--- config.mk ---
export PLATFORM = sky130hd
export DESIGN_NAME = dtec_top
export DESIGN_NICKNAME = d
export VERILOG_FILES = /design/src/inc/dtec_pkg.sv /design/src/hdl/dtec_tick.sv /design/src/hdl/dtec_top.sv
export SDC_FILE = /design/constraint.sdc
export NUM_CORES = 1
export LEC_CHECK = 0
export BUFFER_PORTS_ARGS = -buffer_cell sky130_fd_sc_hd__clkbuf_2
export CAP_MARGIN = 5
export CORE_MARGIN = 2
export CORE_UTILIZATION = 55
export DETAILED_ROUTE_END_ITERATION = 10
export GPL_TIMING_DRIVEN = 1
export PLACE_DENSITY = 0.8
export SLEW_MARGIN = 15
export SYNTH_ARGS = -nofsm -noshare
export SYNTH_HDL_FRONTEND = slang
export SYNTH_SLANG_ARGS = --single-unit
--- constraint.sdc ---
create_clock -name core_clk -period 3.4 [get_ports core_clk]
set_input_delay 0.17 -clock core_clk [delete_from_list [all_inputs] [get_ports core_clk]]
set_output_delay 0.17 -clock core_clk [all_outputs]
set_load 0.03 [all_outputs]
--- src/inc/dtec_pkg.sv ---
// Shared constants and types for the dual 8-bit timer/event counter
`default_nettype none

package dtec_pkg;

   // ==========================================================
   // Register map (byte-wide registers, 3-bit index)
   localparam logic [2:0] DTEC_ADDR_CSEL0 = 3'h0;
   localparam logic [2:0] DTEC_ADDR_CSEL1 = 3'h1;
   localparam logic [2:0] DTEC_ADDR_MODE0 = 3'h2;
   localparam logic [2:0] DTEC_ADDR_MODE1 = 3'h3;
   localparam logic [2:0] DTEC_ADDR_CMP0 = 3'h4;
   localparam logic [2:0] DTEC_ADDR_CMP1 = 3'h5;
   localparam logic [2:0] DTEC_ADDR_CNT0 = 3'h6;
   localparam logic [2:0] DTEC_ADDR_CNT1 = 3'h7;

   // ==========================================================
   // Reset values and count limits
   localparam logic [2:0] DTEC_CSEL_RST = 3'h0;
   localparam logic [7:0] DTEC_MODE_RST = 8'h00;
   localparam logic [7:0] DTEC_CMP_RST = 8'h00;
   localparam logic [7:0] DTEC_CNT_RST = 8'h00;
   localparam logic [7:0] DTEC_CNT_MAX = 8'hFF;
   localparam logic [7:0] DTEC_CNT_PRE_MAX = 8'hFE;

   // ==========================================================
   // Count clock selection codes
   localparam logic [2:0] DTEC_CSEL_FALL = 3'h0;
   localparam logic [2:0] DTEC_CSEL_RISE = 3'h1;
   localparam logic [2:0] DTEC_CSEL_DIV4 = 3'h2;
   localparam logic [2:0] DTEC_CSEL_DIV8 = 3'h3;
   localparam logic [2:0] DTEC_CSEL_DIV16 = 3'h4;
   localparam logic [2:0] DTEC_CSEL_DIV32 = 3'h5;
   localparam logic [2:0] DTEC_CSEL_DIV128 = 3'h6;
   localparam logic [2:0] DTEC_CSEL_DIV512 = 3'h7;

   // Prescaler terminal masks (divide ratio minus one)
   localparam logic [8:0] DTEC_MASK_DIV4 = 9'h003;
   localparam logic [8:0] DTEC_MASK_DIV8 = 9'h007;
   localparam logic [8:0] DTEC_MASK_DIV16 = 9'h00F;
   localparam logic [8:0] DTEC_MASK_DIV32 = 9'h01F;
   localparam logic [8:0] DTEC_MASK_DIV128 = 9'h07F;
   localparam logic [8:0] DTEC_MASK_DIV512 = 9'h1FF;

   // ==========================================================
   // Mode control register layout, bit 7 down to bit 0
   typedef struct packed {
      logic run;
      logic pwm;
      logic rsvd;
      logic casc;
      logic lvl_set;
      logic lvl_clr;
      logic inv;
      logic oe;
   } dtec_mode_t;

endpackage : dtec_pkg

`default_nettype wire

--- src/hdl/dtec_tick.sv ---
// Count clock generator: prescaled core clock or selected edge of the event pin
`default_nettype none

module dtec_tick
   import dtec_pkg::*;
#(
   parameter int PRE_W = 9
) (
   input wire logic core_clk,
   input wire logic rst,
   input wire logic [2:0] sel,
   input wire logic run,
   input wire logic event_in,
   output logic tick
);

   // ==========================================================
   // Prescaler and edge detect
   logic [PRE_W-1:0] pre_q;
   logic ev_prev_q;
   logic tick_q;
   logic [8:0] mask;
   logic ev_rise;
   logic ev_fall;
   logic pre_hit;
   logic tick_d;

   assign mask = (sel == DTEC_CSEL_DIV4)   ? DTEC_MASK_DIV4 :
                 (sel == DTEC_CSEL_DIV8)   ? DTEC_MASK_DIV8 :
                 (sel == DTEC_CSEL_DIV16)  ? DTEC_MASK_DIV16 :
                 (sel == DTEC_CSEL_DIV32)  ? DTEC_MASK_DIV32 :
                 (sel == DTEC_CSEL_DIV128) ? DTEC_MASK_DIV128 : DTEC_MASK_DIV512;
   assign ev_rise = event_in && !ev_prev_q;
   assign ev_fall = !event_in && ev_prev_q;
   assign pre_hit = ((pre_q & PRE_W'(mask)) == PRE_W'(mask));
   // Prescaler restarts with the run bit, so the first tick comes a full period after run is set
   assign tick_d = run && ((sel == DTEC_CSEL_FALL) ? ev_fall :
                           (sel == DTEC_CSEL_RISE) ? ev_rise : pre_hit);
   assign tick = tick_q;

   always_ff @(posedge core_clk or posedge rst) begin
      if (rst) begin
         pre_q <= '0;
         ev_prev_q <= 1'b0;
         tick_q <= 1'b0;
      end else begin
         pre_q <= run ? PRE_W'(pre_q + 1'b1) : '0;
         ev_prev_q <= event_in;
         tick_q <= tick_d;
      end
   end

endmodule : dtec_tick

`default_nettype wire

--- src/hdl/dtec_top.sv ---
// Dual 8-bit timer/event counter with 16-bit cascade, register port and outputs
// ==========================================================
// Operation
// RULE_01 - Software selects 00H for falling or 01H for rising event edges.
// RULE_02 - Event mode: counter increments on each selected valid pin edge while running.
// RULE_03 - Clear-and-start: on match, pulse interrupt and clear count to 00H.
// RULE_04 - Event counting with compare N interrupts after N plus one edges.
// RULE_05 - Square wave: each match toggles output flip-flop when inversion enabled.
// RULE_06 - Software loads 00001011B or 00000111B for square-wave output.
// RULE_07 - PWM bit makes counter free-run; polarity picks active level, enable gates.
// RULE_08 - PWM output stays inactive after start until first overflow.
// RULE_09 - PWM: overflow drives active, match drives inactive, repeating.
// RULE_10 - Clearing run in PWM stops counting and forces output inactive.
// RULE_11 - PWM period 256 count clocks, active width N clocks.
// RULE_12 - Compare written before FFH count edge applies at next overflow.
// RULE_13 - Compare written after FFH count edge applies at second overflow.
// RULE_14 - Compare read returns newly written value while old one still governs.
// RULE_15 - Software spaces PWM compare writes three count clocks apart.
// RULE_16 - Upper cascade bit chains counters into 16 bits on lower clock select.
// RULE_17 - Cascade compare: lower compare is low byte, upper compare high byte.
// RULE_18 - Cascade match pulses lower interrupt and clears 16-bit count to 0000H.
// RULE_19 - Cascade event mode counts valid edges at lower event input.
// RULE_20 - Software starts upper run before lower, stops lower before upper.
// RULE_21 - Software leaves upper pins and interrupt unused, clears its output bits.
// RULE_22 - Software does not rewrite compare while running in non-PWM modes.
// RULE_23 - Level set/clear bits: 00 keep, 01 clear, 10 set; read as 0.
// RULE_24 - Output enable low holds timer output pin low.
// RULE_25 - Clearing run clears counter to zero and holds it stopped.
// RULE_26 - Cascade: upper counter increments when lower rolls over from maximum.
`default_nettype none

module dtec_top
   import dtec_pkg::*;
(
   input wire logic core_clk,
   input wire logic rst,
   input wire logic [2:0] reg_addr,
   input wire logic [7:0] reg_wdata,
   input wire logic reg_we,
   input wire logic reg_re,
   output logic [7:0] reg_rdata,
   input wire logic lower_event_input,
   input wire logic upper_event_input,
   output logic lower_timer_output,
   output logic upper_timer_output,
   output logic lower_match_interrupt,
   output logic upper_match_interrupt
);

   // ==========================================================
   // Register state, index 0 is the lower timer, 1 the upper
   logic [2:0] count_clock_select_reg_q [2];
   dtec_mode_t timer_mode_control_reg_q [2];
   logic [7:0] compare_reg_q [2];
   logic [7:0] cmp_stage_q [2];
   logic [7:0] cmp_act_q [2];
   logic [7:0] count_value_reg_q [2];
   logic out_ff_q [2];
   logic pwm_on_q [2];
   logic irq_q [2];
   logic pin_q [2];
   logic [7:0] rdata_q;

   // ==========================================================
   // Shared decode
   logic cascade_select_bit;
   logic [15:0] cascaded_count_value;
   logic [15:0] cascaded_compare_value;
   logic match16;
   logic lower_run_bit;
   logic upper_run_bit;
   logic tick [2];
   logic event_pin [2];
   logic [7:0] rd_mux;

   assign cascade_select_bit = timer_mode_control_reg_q[1].casc; // [RULE_16]
   assign lower_run_bit = timer_mode_control_reg_q[0].run;
   assign upper_run_bit = timer_mode_control_reg_q[1].run;
   assign cascaded_count_value = {count_value_reg_q[1], count_value_reg_q[0]};
   assign cascaded_compare_value = {compare_reg_q[1], compare_reg_q[0]}; // [RULE_17]
   assign match16 = (cascaded_count_value == cascaded_compare_value); // [RULE_18]
   assign event_pin[0] = lower_event_input;
   assign event_pin[1] = upper_event_input;

   // ==========================================================
   // Per-timer count logic
   for (genvar i = 0; i < 2; i++) begin : g_tmr
      dtec_mode_t mode;
      logic run_eff;
      logic tick_eff;
      logic carry_in;
      logic [7:0] cnt;
      logic [7:0] cnt_inc;
      logic [7:0] cmp_use;
      logic match;
      logic overflow;
      logic hit;
      logic upper_in_casc;
      logic we_csel;
      logic we_mode;
      logic we_cmp;
      logic [7:0] cnt_d;
      logic pwm_on_d;
      logic ff_d;
      logic out_d;
      dtec_mode_t mode_wr;

      assign mode = timer_mode_control_reg_q[i];
      assign cnt = count_value_reg_q[i];
      assign cnt_inc = 8'(cnt + 8'h01);
      assign upper_in_casc = cascade_select_bit && (i == 1);

      dtec_tick u_tick (
         .core_clk(core_clk),
         .rst(rst),
         .sel(count_clock_select_reg_q[i]),
         .run(mode.run),
         .event_in(event_pin[i]),
         .tick(tick[i])
      );

      // In cascade both halves run from the lower clock select and event pin
      assign tick_eff = cascade_select_bit ? tick[0] : tick[i]; // [RULE_16] [RULE_19]
      // Either run bit low clears the chained count
      assign run_eff = cascade_select_bit ? (lower_run_bit && upper_run_bit)
                                          : mode.run; // [RULE_25]
      assign carry_in = upper_in_casc ? (count_value_reg_q[0] == DTEC_CNT_MAX)
                                      : 1'b1; // [RULE_26]
      // PWM compares against the buffered value, other modes use the written one
      assign cmp_use = mode.pwm ? cmp_act_q[i] : compare_reg_q[i];
      assign match = cascade_select_bit ? match16 : (cnt == cmp_use); // [RULE_03]
      assign overflow = (cnt == DTEC_CNT_MAX);
      assign hit = run_eff && tick_eff && !mode.pwm && match; // [RULE_04]

      assign cnt_d = !run_eff ? DTEC_CNT_RST : // [RULE_25]
                     !tick_eff ? cnt :
                     mode.pwm ? cnt_inc : // [RULE_07] [RULE_11]
                     match ? DTEC_CNT_RST : // [RULE_03] [RULE_18]
                     carry_in ? cnt_inc : cnt; // [RULE_02] [RULE_26]

      // Active from overflow until count reaches the compare; N = 0 gives no pulse
      assign pwm_on_d = !(run_eff && mode.pwm) ? 1'b0 : // [RULE_08] [RULE_10]
                        !tick_eff ? pwm_on_q[i] :
                        overflow ? (cmp_stage_q[i] != DTEC_CNT_RST) : // [RULE_09]
                        (cnt_inc == cmp_act_q[i]) ? 1'b0 : pwm_on_q[i]; // [RULE_09]

      // Register write decode
      assign we_csel = reg_we && (reg_addr == 3'(DTEC_ADDR_CSEL0 + 3'(i)));
      assign we_mode = reg_we && (reg_addr == 3'(DTEC_ADDR_MODE0 + 3'(i)));
      assign we_cmp = reg_we && (reg_addr == 3'(DTEC_ADDR_CMP0 + 3'(i)));
      assign mode_wr = dtec_mode_t'(reg_wdata);

      // A level write takes precedence over a match toggle in the same cycle
      assign ff_d = (we_mode && !mode_wr.pwm && mode_wr.lvl_set && !mode_wr.lvl_clr) ? 1'b1 :
                    (we_mode && !mode_wr.pwm && mode_wr.lvl_clr && !mode_wr.lvl_set) ? 1'b0 :
                    (hit && mode.inv && !upper_in_casc) ? !out_ff_q[i] :
                    out_ff_q[i]; // [RULE_23] [RULE_05]

      assign out_d = !mode.oe ? 1'b0 : // [RULE_24]
                     mode.pwm ? (pwm_on_q[i] ^ mode.inv) : out_ff_q[i]; // [RULE_07]

      always_ff @(posedge core_clk or posedge rst) begin
         if (rst) begin
            count_clock_select_reg_q[i] <= DTEC_CSEL_RST;
            timer_mode_control_reg_q[i] <= dtec_mode_t'(DTEC_MODE_RST);
            compare_reg_q[i] <= DTEC_CMP_RST;
            count_value_reg_q[i] <= DTEC_CNT_RST;
            out_ff_q[i] <= 1'b0;
            pwm_on_q[i] <= 1'b0;
            irq_q[i] <= 1'b0;
            pin_q[i] <= 1'b0;
         end else begin
            if (we_csel) begin
               count_clock_select_reg_q[i] <= reg_wdata[2:0];
            end
            if (we_mode) begin
               timer_mode_control_reg_q[i] <= '{run: mode_wr.run, pwm: mode_wr.pwm,
                  rsvd: 1'b0, casc: (i == 1) ? mode_wr.casc : 1'b0, lvl_set: 1'b0,
                  lvl_clr: 1'b0, inv: mode_wr.inv, oe: mode_wr.oe}; // [RULE_23]
            end
            if (we_cmp) begin
               compare_reg_q[i] <= reg_wdata; // [RULE_14]
            end
            count_value_reg_q[i] <= cnt_d;
            out_ff_q[i] <= ff_d;
            pwm_on_q[i] <= pwm_on_d;
            irq_q[i] <= hit && !upper_in_casc; // [RULE_03] [RULE_18]
            pin_q[i] <= out_d;
         end
      end

      // ==========================================================
      // PWM compare buffering
      // Sampled on the count edge into FFH, applied at the overflow after it
      always_ff @(posedge core_clk or posedge rst) begin
         if (rst) begin
            cmp_stage_q[i] <= DTEC_CMP_RST;
            cmp_act_q[i] <= DTEC_CMP_RST;
         end else if (!run_eff) begin
            cmp_stage_q[i] <= compare_reg_q[i];
            cmp_act_q[i] <= compare_reg_q[i];
         end else if (tick_eff && mode.pwm) begin
            if (cnt == DTEC_CNT_PRE_MAX) begin
               cmp_stage_q[i] <= compare_reg_q[i]; // [RULE_12] [RULE_13]
            end
            if (overflow) begin
               cmp_act_q[i] <= cmp_stage_q[i]; // [RULE_12] [RULE_13]
            end
         end
      end
   end

   // ==========================================================
   // Register read path; unmapped bits read as zero
   assign rd_mux =
      (reg_addr == DTEC_ADDR_CSEL0) ? {5'h00, count_clock_select_reg_q[0]} :
      (reg_addr == DTEC_ADDR_CSEL1) ? {5'h00, count_clock_select_reg_q[1]} :
      (reg_addr == DTEC_ADDR_MODE0) ? 8'(timer_mode_control_reg_q[0]) :
      (reg_addr == DTEC_ADDR_MODE1) ? 8'(timer_mode_control_reg_q[1]) :
      (reg_addr == DTEC_ADDR_CMP0) ? compare_reg_q[0] : // [RULE_14]
      (reg_addr == DTEC_ADDR_CMP1) ? compare_reg_q[1] :
      (reg_addr == DTEC_ADDR_CNT0) ? count_value_reg_q[0] : count_value_reg_q[1];

   always_ff @(posedge core_clk or posedge rst) begin
      if (rst) begin
         rdata_q <= 8'h00;
      end else begin
         rdata_q <= reg_re ? rd_mux : 8'h00;
      end
   end

   // ==========================================================
   // Outputs, all from flip-flops
   assign reg_rdata = rdata_q;
   assign lower_timer_output = pin_q[0];
   assign upper_timer_output = pin_q[1];
   assign lower_match_interrupt = irq_q[0];
   assign upper_match_interrupt = irq_q[1];

endmodule : dtec_top

`default_nettype wire

==> results of run 1 <==
-- routing by layer --
| metal | part of all wire (%) | global-route usage [%] |
|---|---|---|
| met1 | 43 | 35.57 |
| met2 | 47 | 41.40 |
| met3 | 7.5 | 6.429 |
| met4 | 2.8 | 12.44 |
| met5 | 0 | 0 |
-- cell usage after synthesis (11+ instances only) --
library cell	count	share of area [%]
a31oi_1	14	1.3
nor2_1	44	2.5
inv_1	16	0.91
clkbuf_1	22	1.3
o21ai_0	39	3.0
mux2_2	44	7.5
xor2_1	34	4.5
mux2i_1	26	3.9
xnor2_1	30	4.0
a21oi_1	18	1.4
nor4_1	13	1.2
nand2b_1	11	1.0
nand3_1	30	2.3
and2_1	12	1.1
dfrtp_1	117	44
nand2_1	60	3.4
-- logic make-up after synthesis --
family                   share of synthesized area, %
AO/OA/AOI/OAI                                   12.45
AND/OR/NAND/NOR                                 17.16
flip-flops                                      44.42
multiplexers                                    12.36
adder cells (fa/ha/maj)                         1.139
buffers and inverters                           3.967
XOR/XNOR                                        8.504
-- layout make-up --
type	instances	share of cell area (%)
tap	143	2.416
inverter	17	0.8956
clock buffer	21	6.218
timing repair buffer	37	2.906
multi-input combinational	486	46.00
sequential	117	39.54
clock inverter	11	2.028
-- per-stage QoR --
| step | power (uW) | hold WS [ns] |
|---|---|---|
| after floorplan | 2722 | 0.2014 |
| after global placement | 2972 | 0.3087 |
| after detailed placement | 3019 | 0.3158 |
| after CTS | 4884 | 0.02701 |
| after global routing | 5105 | 0.03504 |
| final | 4879 | 0.04112 |
-- timing repair --
item / in CTS / in global routing
hold buffers: 3 / 0
resized for setup: 0 / 0
hold endpoints to repair: 67 / 0
setup endpoints to repair: 0 / 0
-- power by group --
| group | switching (uW) | total [uW] | internal, uW |
|---|---|---|---|
| registers | 374 | 2040 | 1670 |
| logic | 519 | 1000 | 483 |
| clock network | 644 | 1840 | 1190 |
| total | 1540 | 4880 | 3340 |
-- flip-flops by register name, summed over array words and instances, names as in the netlist --
signal,flops
cascade_select_bit,1
cascaded_compare_value,16
cmp_act_q,16
cmp_stage_q,16
count_clock_select_reg_q,6
g_tmr.cnt,16
g_tmr.mode,6
g_tmr.u_tick.ev_prev_q,2
g_tmr.u_tick.pre_q,18
g_tmr.u_tick.tick,2
lower_match_interrupt,1
lower_run_bit,1
lower_timer_output,1
out_ff_q,2
pwm_on_q,2
reg_rdata,8
upper_match_interrupt,1
upper_run_bit,1
upper_timer_output,1
-- worst max-delay path by stage --
| stage | start | end | slack (ns) |
|---|---|---|---|
| 5_1_grt | g_tmr[1].mode[6]$_DFFE_PP0P_ | out_ff_q[0]$_DFFE_PP0P_ | 0.70 |
| 4_1_cts | g_tmr[1].mode[6]$_DFFE_PP0P_ | out_ff_q[0]$_DFFE_PP0P_ | 0.91 |
| 2_1_floorplan | rst | cascade_select_bit$_DFFE_PP0P_ | 0.13 |
| 6_report | g_tmr[1].mode[6]$_DFFE_PP0P_ | out_ff_q[0]$_DFFE_PP0P_ | 0.90 |
| 3_3_place_gp | g_tmr[1].mode[6]$_DFFE_PP0P_ | g_tmr[1].cnt[3]$_DFFE_PP0P_ | 0.96 |
| 3_5_place_dp | g_tmr[1].mode[6]$_DFFE_PP0P_ | out_ff_q[0]$_DFFE_PP0P_ | 0.93 |
-- worst reg2reg max path, cell delays in order (launching register included) --
cell and delay [ns]:
dfrtp_1 0.72, mux2i_1 0.31, xor2_1 0.16, nand4_1 0.15, a211oi_4 0.54, nand3_1 0.18
xor2_1 0.17, o22ai_1 0.16
-- cells in the final DEF (no fill, tap or decap), types with 4 or more instances in the layout --
master and instances:
nand4b_1 4, o31ai_1 4, or3_1 4, xnor2_1 30, nor4_1 13, nand2_1 60
a32o_1 4, o22ai_1 5, clkbuf_16 17, o21ai_0 38, nor3b_1 4, nor3_1 8
a21oi_1 18, clkbuf_2 28, nor2b_1 6, nand4_1 9, mux2_2 44, ha_1 6
a31oi_1 14, buf_4 6, dfrtp_1 117, mux2i_1 26, nor2_1 44, xor2_1 34
and2_1 12, and3_1 10, nand3_1 30, nand2b_1 11, inv_1 15
==> run_results.csv, run 1 <==
group,metric,value,unit
setup_path,worstSetupStartpointType,"flop",
global_routing,track_usage,26.64,%
global_routing,grt_pass1_vias,5242,
setup_path,rr_startpoint,"g_tmr[1].mode[6]$_DFFE_PP0P_",
detailed_routing,routedWlPerCell,19.24,um
placement,pre_cts_ws,0.9280,ns
timing,rsz0062_at_grt,"false",
timing,hold_viol,0,
timing,period_minus_slack,2.499,ns
die,rows,39,
die,core_area,11560,sq um
pwr,peakVddDrop,0.0004471,V
placement,numPortBuffers,28,
logic_synthesis,synth-edff-count,0,
setup_path,crit_required,3.72,ns
finish,fin_area,7405,sq um
clock_network,post-cts-setup-buffers,0,
detailed_routing,dr.first_iter.drc_count,442,
logic_synthesis,syn_nets,682,
worst_hold_path,hold_path_end,"cascaded_compare_value[13]$_DFFE_PP0P_",
clock_network,cts_buffers,17,
pwr,cellPowerDensity,658.9,nW/um^2
setup_path,crit_family,"flip-flops",
setup_path,crit_type,"flop to flop",
logic_synthesis,ys_ff_latch,117,
finish,area_growth,12.34,%
finish,fin_cells,832,
logic_synthesis,synth_cell_type_count,66,
detailed_routing,via_per_inst,6.238,
finish,insertedDiodeCount,0,
logic_synthesis,netlist_area,6591,sq um
die,initial_utilization,56.99,%
timing,finClkSkew,0.007514,ns
setup_path,regToRegEndpoint,"out_ff_q[0]$_DFFE_PP0P_",
worst_hold_path,hold_start,"reg_wdata[5]",
outcome,outcome,"finished clean",
detailed_routing,vias,5190,
finish,regArea,2928,sq um
worst_hold_path,min_path_type,"input port to flop",
die,die_h,113.5,um
timing,slew_headroom,33.73,%
clock_network,clockBufferDepth,2,
timing,fmaxAchievable,400.2,MHz
setup_path,cp.arrival,2.82,ns
pwr,p_leak,0.003217,uW
clock_network,clkTransAtPathRegs,0.06,ns
logic_synthesis,synthCells,659,
job,maxCapViolations,0,
timing,setup_viol,0,
detailed_routing,drc,0,
global_routing,grt_pass1_wl,26660,um
clock_network,htreeDepth,4,
setup_path,reg2reg_depth,7,
global_routing,grt_max_degree,68,
logic_synthesis,syn_area_per_cell,10.00,sq um
setup_path,cp.depth,7,
setup_path,crit_path_end_kind,"flop",
placement,place_area,6764,sq um
worst_hold_path,hold-path-cell-count,2,
die,die_area,12880,sq um
placement,placed_cells,797,
finish,layout-drive-gt1-share,17.85,%
logic_synthesis,ys_warn_count,0,
detailed_routing,drt_first_pass_iters,6,
setup_path,crit_slowest_cell,"dfrtp_1",
timing,fin_tns_setup,0,ns
die,num_io_pins,29,
finish,fin_nets,699,
global_routing,antenna_found_initial,0,
logic_synthesis,synth-seq-area-share,44.42,%
timing,worstMarginPinSlew,0.9919,ns
setup_path,cp_slowest_stage_delay,0.72,ns
detailed_routing,routed_wl,16010,um
placement,dpl.hpwl,10700,um
clock_network,cts_tree,"yes",
global_routing,gr-total-overflow,0,
die,dieWidth,113.5,um
finish,final_util,64.03,%
clock_network,root_buffer,"clkbuf_16",
setup_path,path_cells,"mux2i_1, xor2_1, nand4_1, a211oi_4, nand3_1, xor2_1, o22ai_1",
setup_path,critPathMostFrequentCell,"xor2_1",
logic_synthesis,synth_top_flop_cell,"dfrtp_1",
setup_path,worstPathMaxFanout,11,
detailed_routing,ant_nets,0,
setup_path,rrSetupSlack,0.90,ns
logic_synthesis,async_reset_ff_share,100.0,%
placement,place.gp.congestion,0.9129,
timing,timing.final.crit_share,73.49,%
timing,slew_violations,0,
clock_network,cts_sinks,117,
finish,nFillCells,893,
setup_path,path_buf_inv,0,
timing,setup_ws,0.9012,ns
clock_network,clkLatencyLatePin,0.42,ns
finish,multi_input_area,3406,sq um
Note: power is estimated with default switching activity, not from simulation.
==> inputs of run 2 (changes only) <==
Settings changed: PLACE_DENSITY 0.8 to 0.77.
Clock period 3.4 ns to 2.4 ns, I/O delays scaled along.
==> run_results.csv, run 2 (synthesis gave the netlist of run 1 again) <==
group,metric,value,unit
outcome,outcome,"finished clean",
global_routing,use_met3,8.236,%
setup_path,crit_family,"simple AND/OR/NAND/NOR gates",
pwr,power_switching_share,30.12,%
pwr,p_sw,2200,uW
timing,finClkSkew,0.007338,ns
finish,area_growth,17.88,%
detailed_routing,routed_wl,17460,um
die,num_io_pins,29,
die,dieWidth,113.5,um
setup_path,reg2reg_depth,7,
placement,numPortBuffers,28,
finish,layout-drive-gt1-share,21.99,%
pwr,cellPowerDensity,940.1,nW/um^2
timing,period_minus_slack,2.267,ns
pwr,clkPwrFrac,38.9,%
global_routing,gr-total-overflow,0,
timing,slew_violations,0,
detailed_routing,via_per_inst,6.233,
finish,fin_cells,866,
job,maxCapViolations,0,
pwr,peakVddDrop,0.0005620,V
detailed_routing,ant_nets,0,
die,initial_utilization,56.99,%
placement,place_area,7018,sq um
global_routing,antenna_found_initial,0,
die,rows,39,
setup_path,path_buf_inv,0,
global_routing,grt_pass1_vias,5506,
worst_hold_path,hold_path_end,"lower_run_bit$_DFFE_PP0P_",
setup_path,cp.arrival,2.57,ns
global_routing,use_met1,37.70,%
finish,final_util,67.19,%
die,core_area,11560,sq um
placement,place.gp.congestion,0.9428,
setup_path,worstSetupStartpointType,"flop",
placement,dpl.hpwl,12110,um
finish,largest_reg_flops,18,
global_routing,grt_pass1_wl,28630,um
clock_network,cts_sinks,117,
die,die_h,113.5,um
pwr,power_frac_seq,38.7,%
global_routing,grt-busiest-layer,"met2",
timing,fmaxAchievable,441.1,MHz
worst_hold_path,hold-path-cell-count,3,
timing,worstMarginPinSlew,0.6688,ns
setup_path,crit_required,2.70,ns
detailed_routing,dr.first_iter.drc_count,487,
timing,fin_tns_setup,0,ns
setup_path,path_cells,"xor2_1, nor4_2, nand3_1, or2_4, a21oi_4, o21ai_0, a32o_1",
pwr,p_int,5104,uW
timing,hold_viol,0,
clock_network,cts_tree,"yes",
clock_network,cts_buffers,17,
setup_path,rr_startpoint,"cascaded_compare_value[0]$_DFFE_PP0P_",
finish,final_cell_mix,"116 x dfrtp_1, 60 x nand2_1, 44 x mux2_2, 44 x nor2_1, 38 x o21ai_0",
finish,fin_area,7770,sq um
timing,holdWs,0.01990,ns
global_routing,met2_usage,44.63,%
global_routing,grt_max_degree,118,
clock_network,htreeDepth,4,
pwr,p_leak,0.003427,uW
timing,slew_headroom,54.78,%
worst_hold_path,hold_start,"reg_wdata[7]",
clock_network,root_buffer,"clkbuf_16",
detailed_routing,vias,5398,
setup_path,regToRegEndpoint,"g_tmr[1].cnt[6]$_DFFE_PP0P_",
setup_path,worstPathMaxFanout,8,
timing,timing.final.crit_share,94.47,%
global_routing,track_usage,28.97,%
finish,regMostFlops,"g_tmr.u_tick.pre_q",
pwr,power_frac_comb,22.4,%
finish,final_common_cell,"dfrtp_1",
worst_hold_path,min_path_type,"input port to flop",
setup_path,crit_type,"flop to flop",
clock_network,clockBufferDepth,2,
detailed_routing,drc,0,
finish,fin_nets,733,
placement,placed_cells,829,
setup_path,rrSetupSlack,0.13,ns
setup_path,cp_slowest_stage_delay,0.46,ns
setup_path,crit_slowest_cell,"dfrtp_1",
finish,insertedDiodeCount,0,
timing,rsz0062_at_grt,"false",
clock_network,clkTransAtPathRegs,0.05,ns
detailed_routing,drt_first_pass_iters,5,
detailed_routing,routedWlPerCell,20.16,um
timing,setup_viol,0,
clock_network,clkLatencyLatePin,0.42,ns
setup_path,crit_path_end_kind,"flop",
die,die_area,12880,sq um
## run 2: cell count changes in the layout (fill, tap and decap cells not counted), moves of 2 or more
cell and delta:
buf_12 +2, buf_4 +31, bufinv_16 +2, clkbuf_8 +3
clkinv_4 -3, nor4_1 -2, nor4_2 +2
## run 2: layout make-up
cell class	instances	area, sq um
sequential	117	2929
multi-input combinational	486	3427
timing repair buffer	71	498.0
clock inverter	8	167.7
clock buffer	24	501.7
inverter	17	67.56
fill	849	3795
tap	143	178.9
## run 2: how the worst max path moves through the flow
stage / slack [ns] / end / depth (start not counted) / from
detailed placement: 0.06 / g_tmr[0].cnt[7]$_DFFE_PP0P_ / 7 / g_tmr[0].mode[6]$_DFFE_PP0P_
floorplan: 0.35 / g_tmr[1].cnt[4]$_DFFE_PP0P_ / 8 / g_tmr[0].cnt[1]$_DFFE_PP0P_
finish: 0.13 / g_tmr[1].cnt[6]$_DFFE_PP0P_ / 7 / cascaded_compare_value[0]$_DFFE_PP0P_
global placement: 0.14 / g_tmr[0].cnt[2]$_DFFE_PP0P_ / 7 / g_tmr[0].mode[6]$_DFFE_PP0P_
global route: 0.05 / g_tmr[0].cnt[3]$_DFFE_PP0P_ / 7 / g_tmr[0].mode[6]$_DFFE_PP0P_
CTS: 0.06 / g_tmr[1].cnt[6]$_DFFE_PP0P_ / 7 / cascaded_compare_value[0]$_DFFE_PP0P_
## run 2: metal layers
layer	routed length, um	part of all wire, %	up-vias
met5	0	0	-
met4	583	3.3	0
met3	1395	8.0	52
met2	8288	47	251
met1	7192	41	2653
li1	-	-	2442
## run 2: power by group through the flow
stage	clock network [uW]	logic, uW	registers (uW)
3_5_place_dp	0	1580	2840
3_3_place_gp	0	1520	2810
2_1_floorplan	0	1140	2720
5_1_grt	2970	1790	2880
6_report	2840	1640	2820
4_1_cts	2880	1610	2820
## run 2: timing repair
item,in CTS,in global routing
pin swaps,0,1
setup buffers,0,1
resized for setup,1,3
hold buffers,4,0
hold endpoints to repair,121,0
endpoints found under the setup margin,3,13
## run 2: metrics by stage
stage	worst slack, ns	power (uW)
floorplan	0.3534	3857
global placement	0.1365	4332
detailed placement	0.05977	4418
CTS	0.06049	7299
global route	0.04525	7633
finish	0.1327	7304
## run 2: worst register-to-register path, delay by kind of cell (launching register included)
kind / cells / cell delay (ns)
AND/OR/NAND/NOR: 3 / 0.78
flip-flops: 1 / 0.46
AO/OA/AOI/OAI: 3 / 0.71
XOR/XNOR: 1 / 0.21
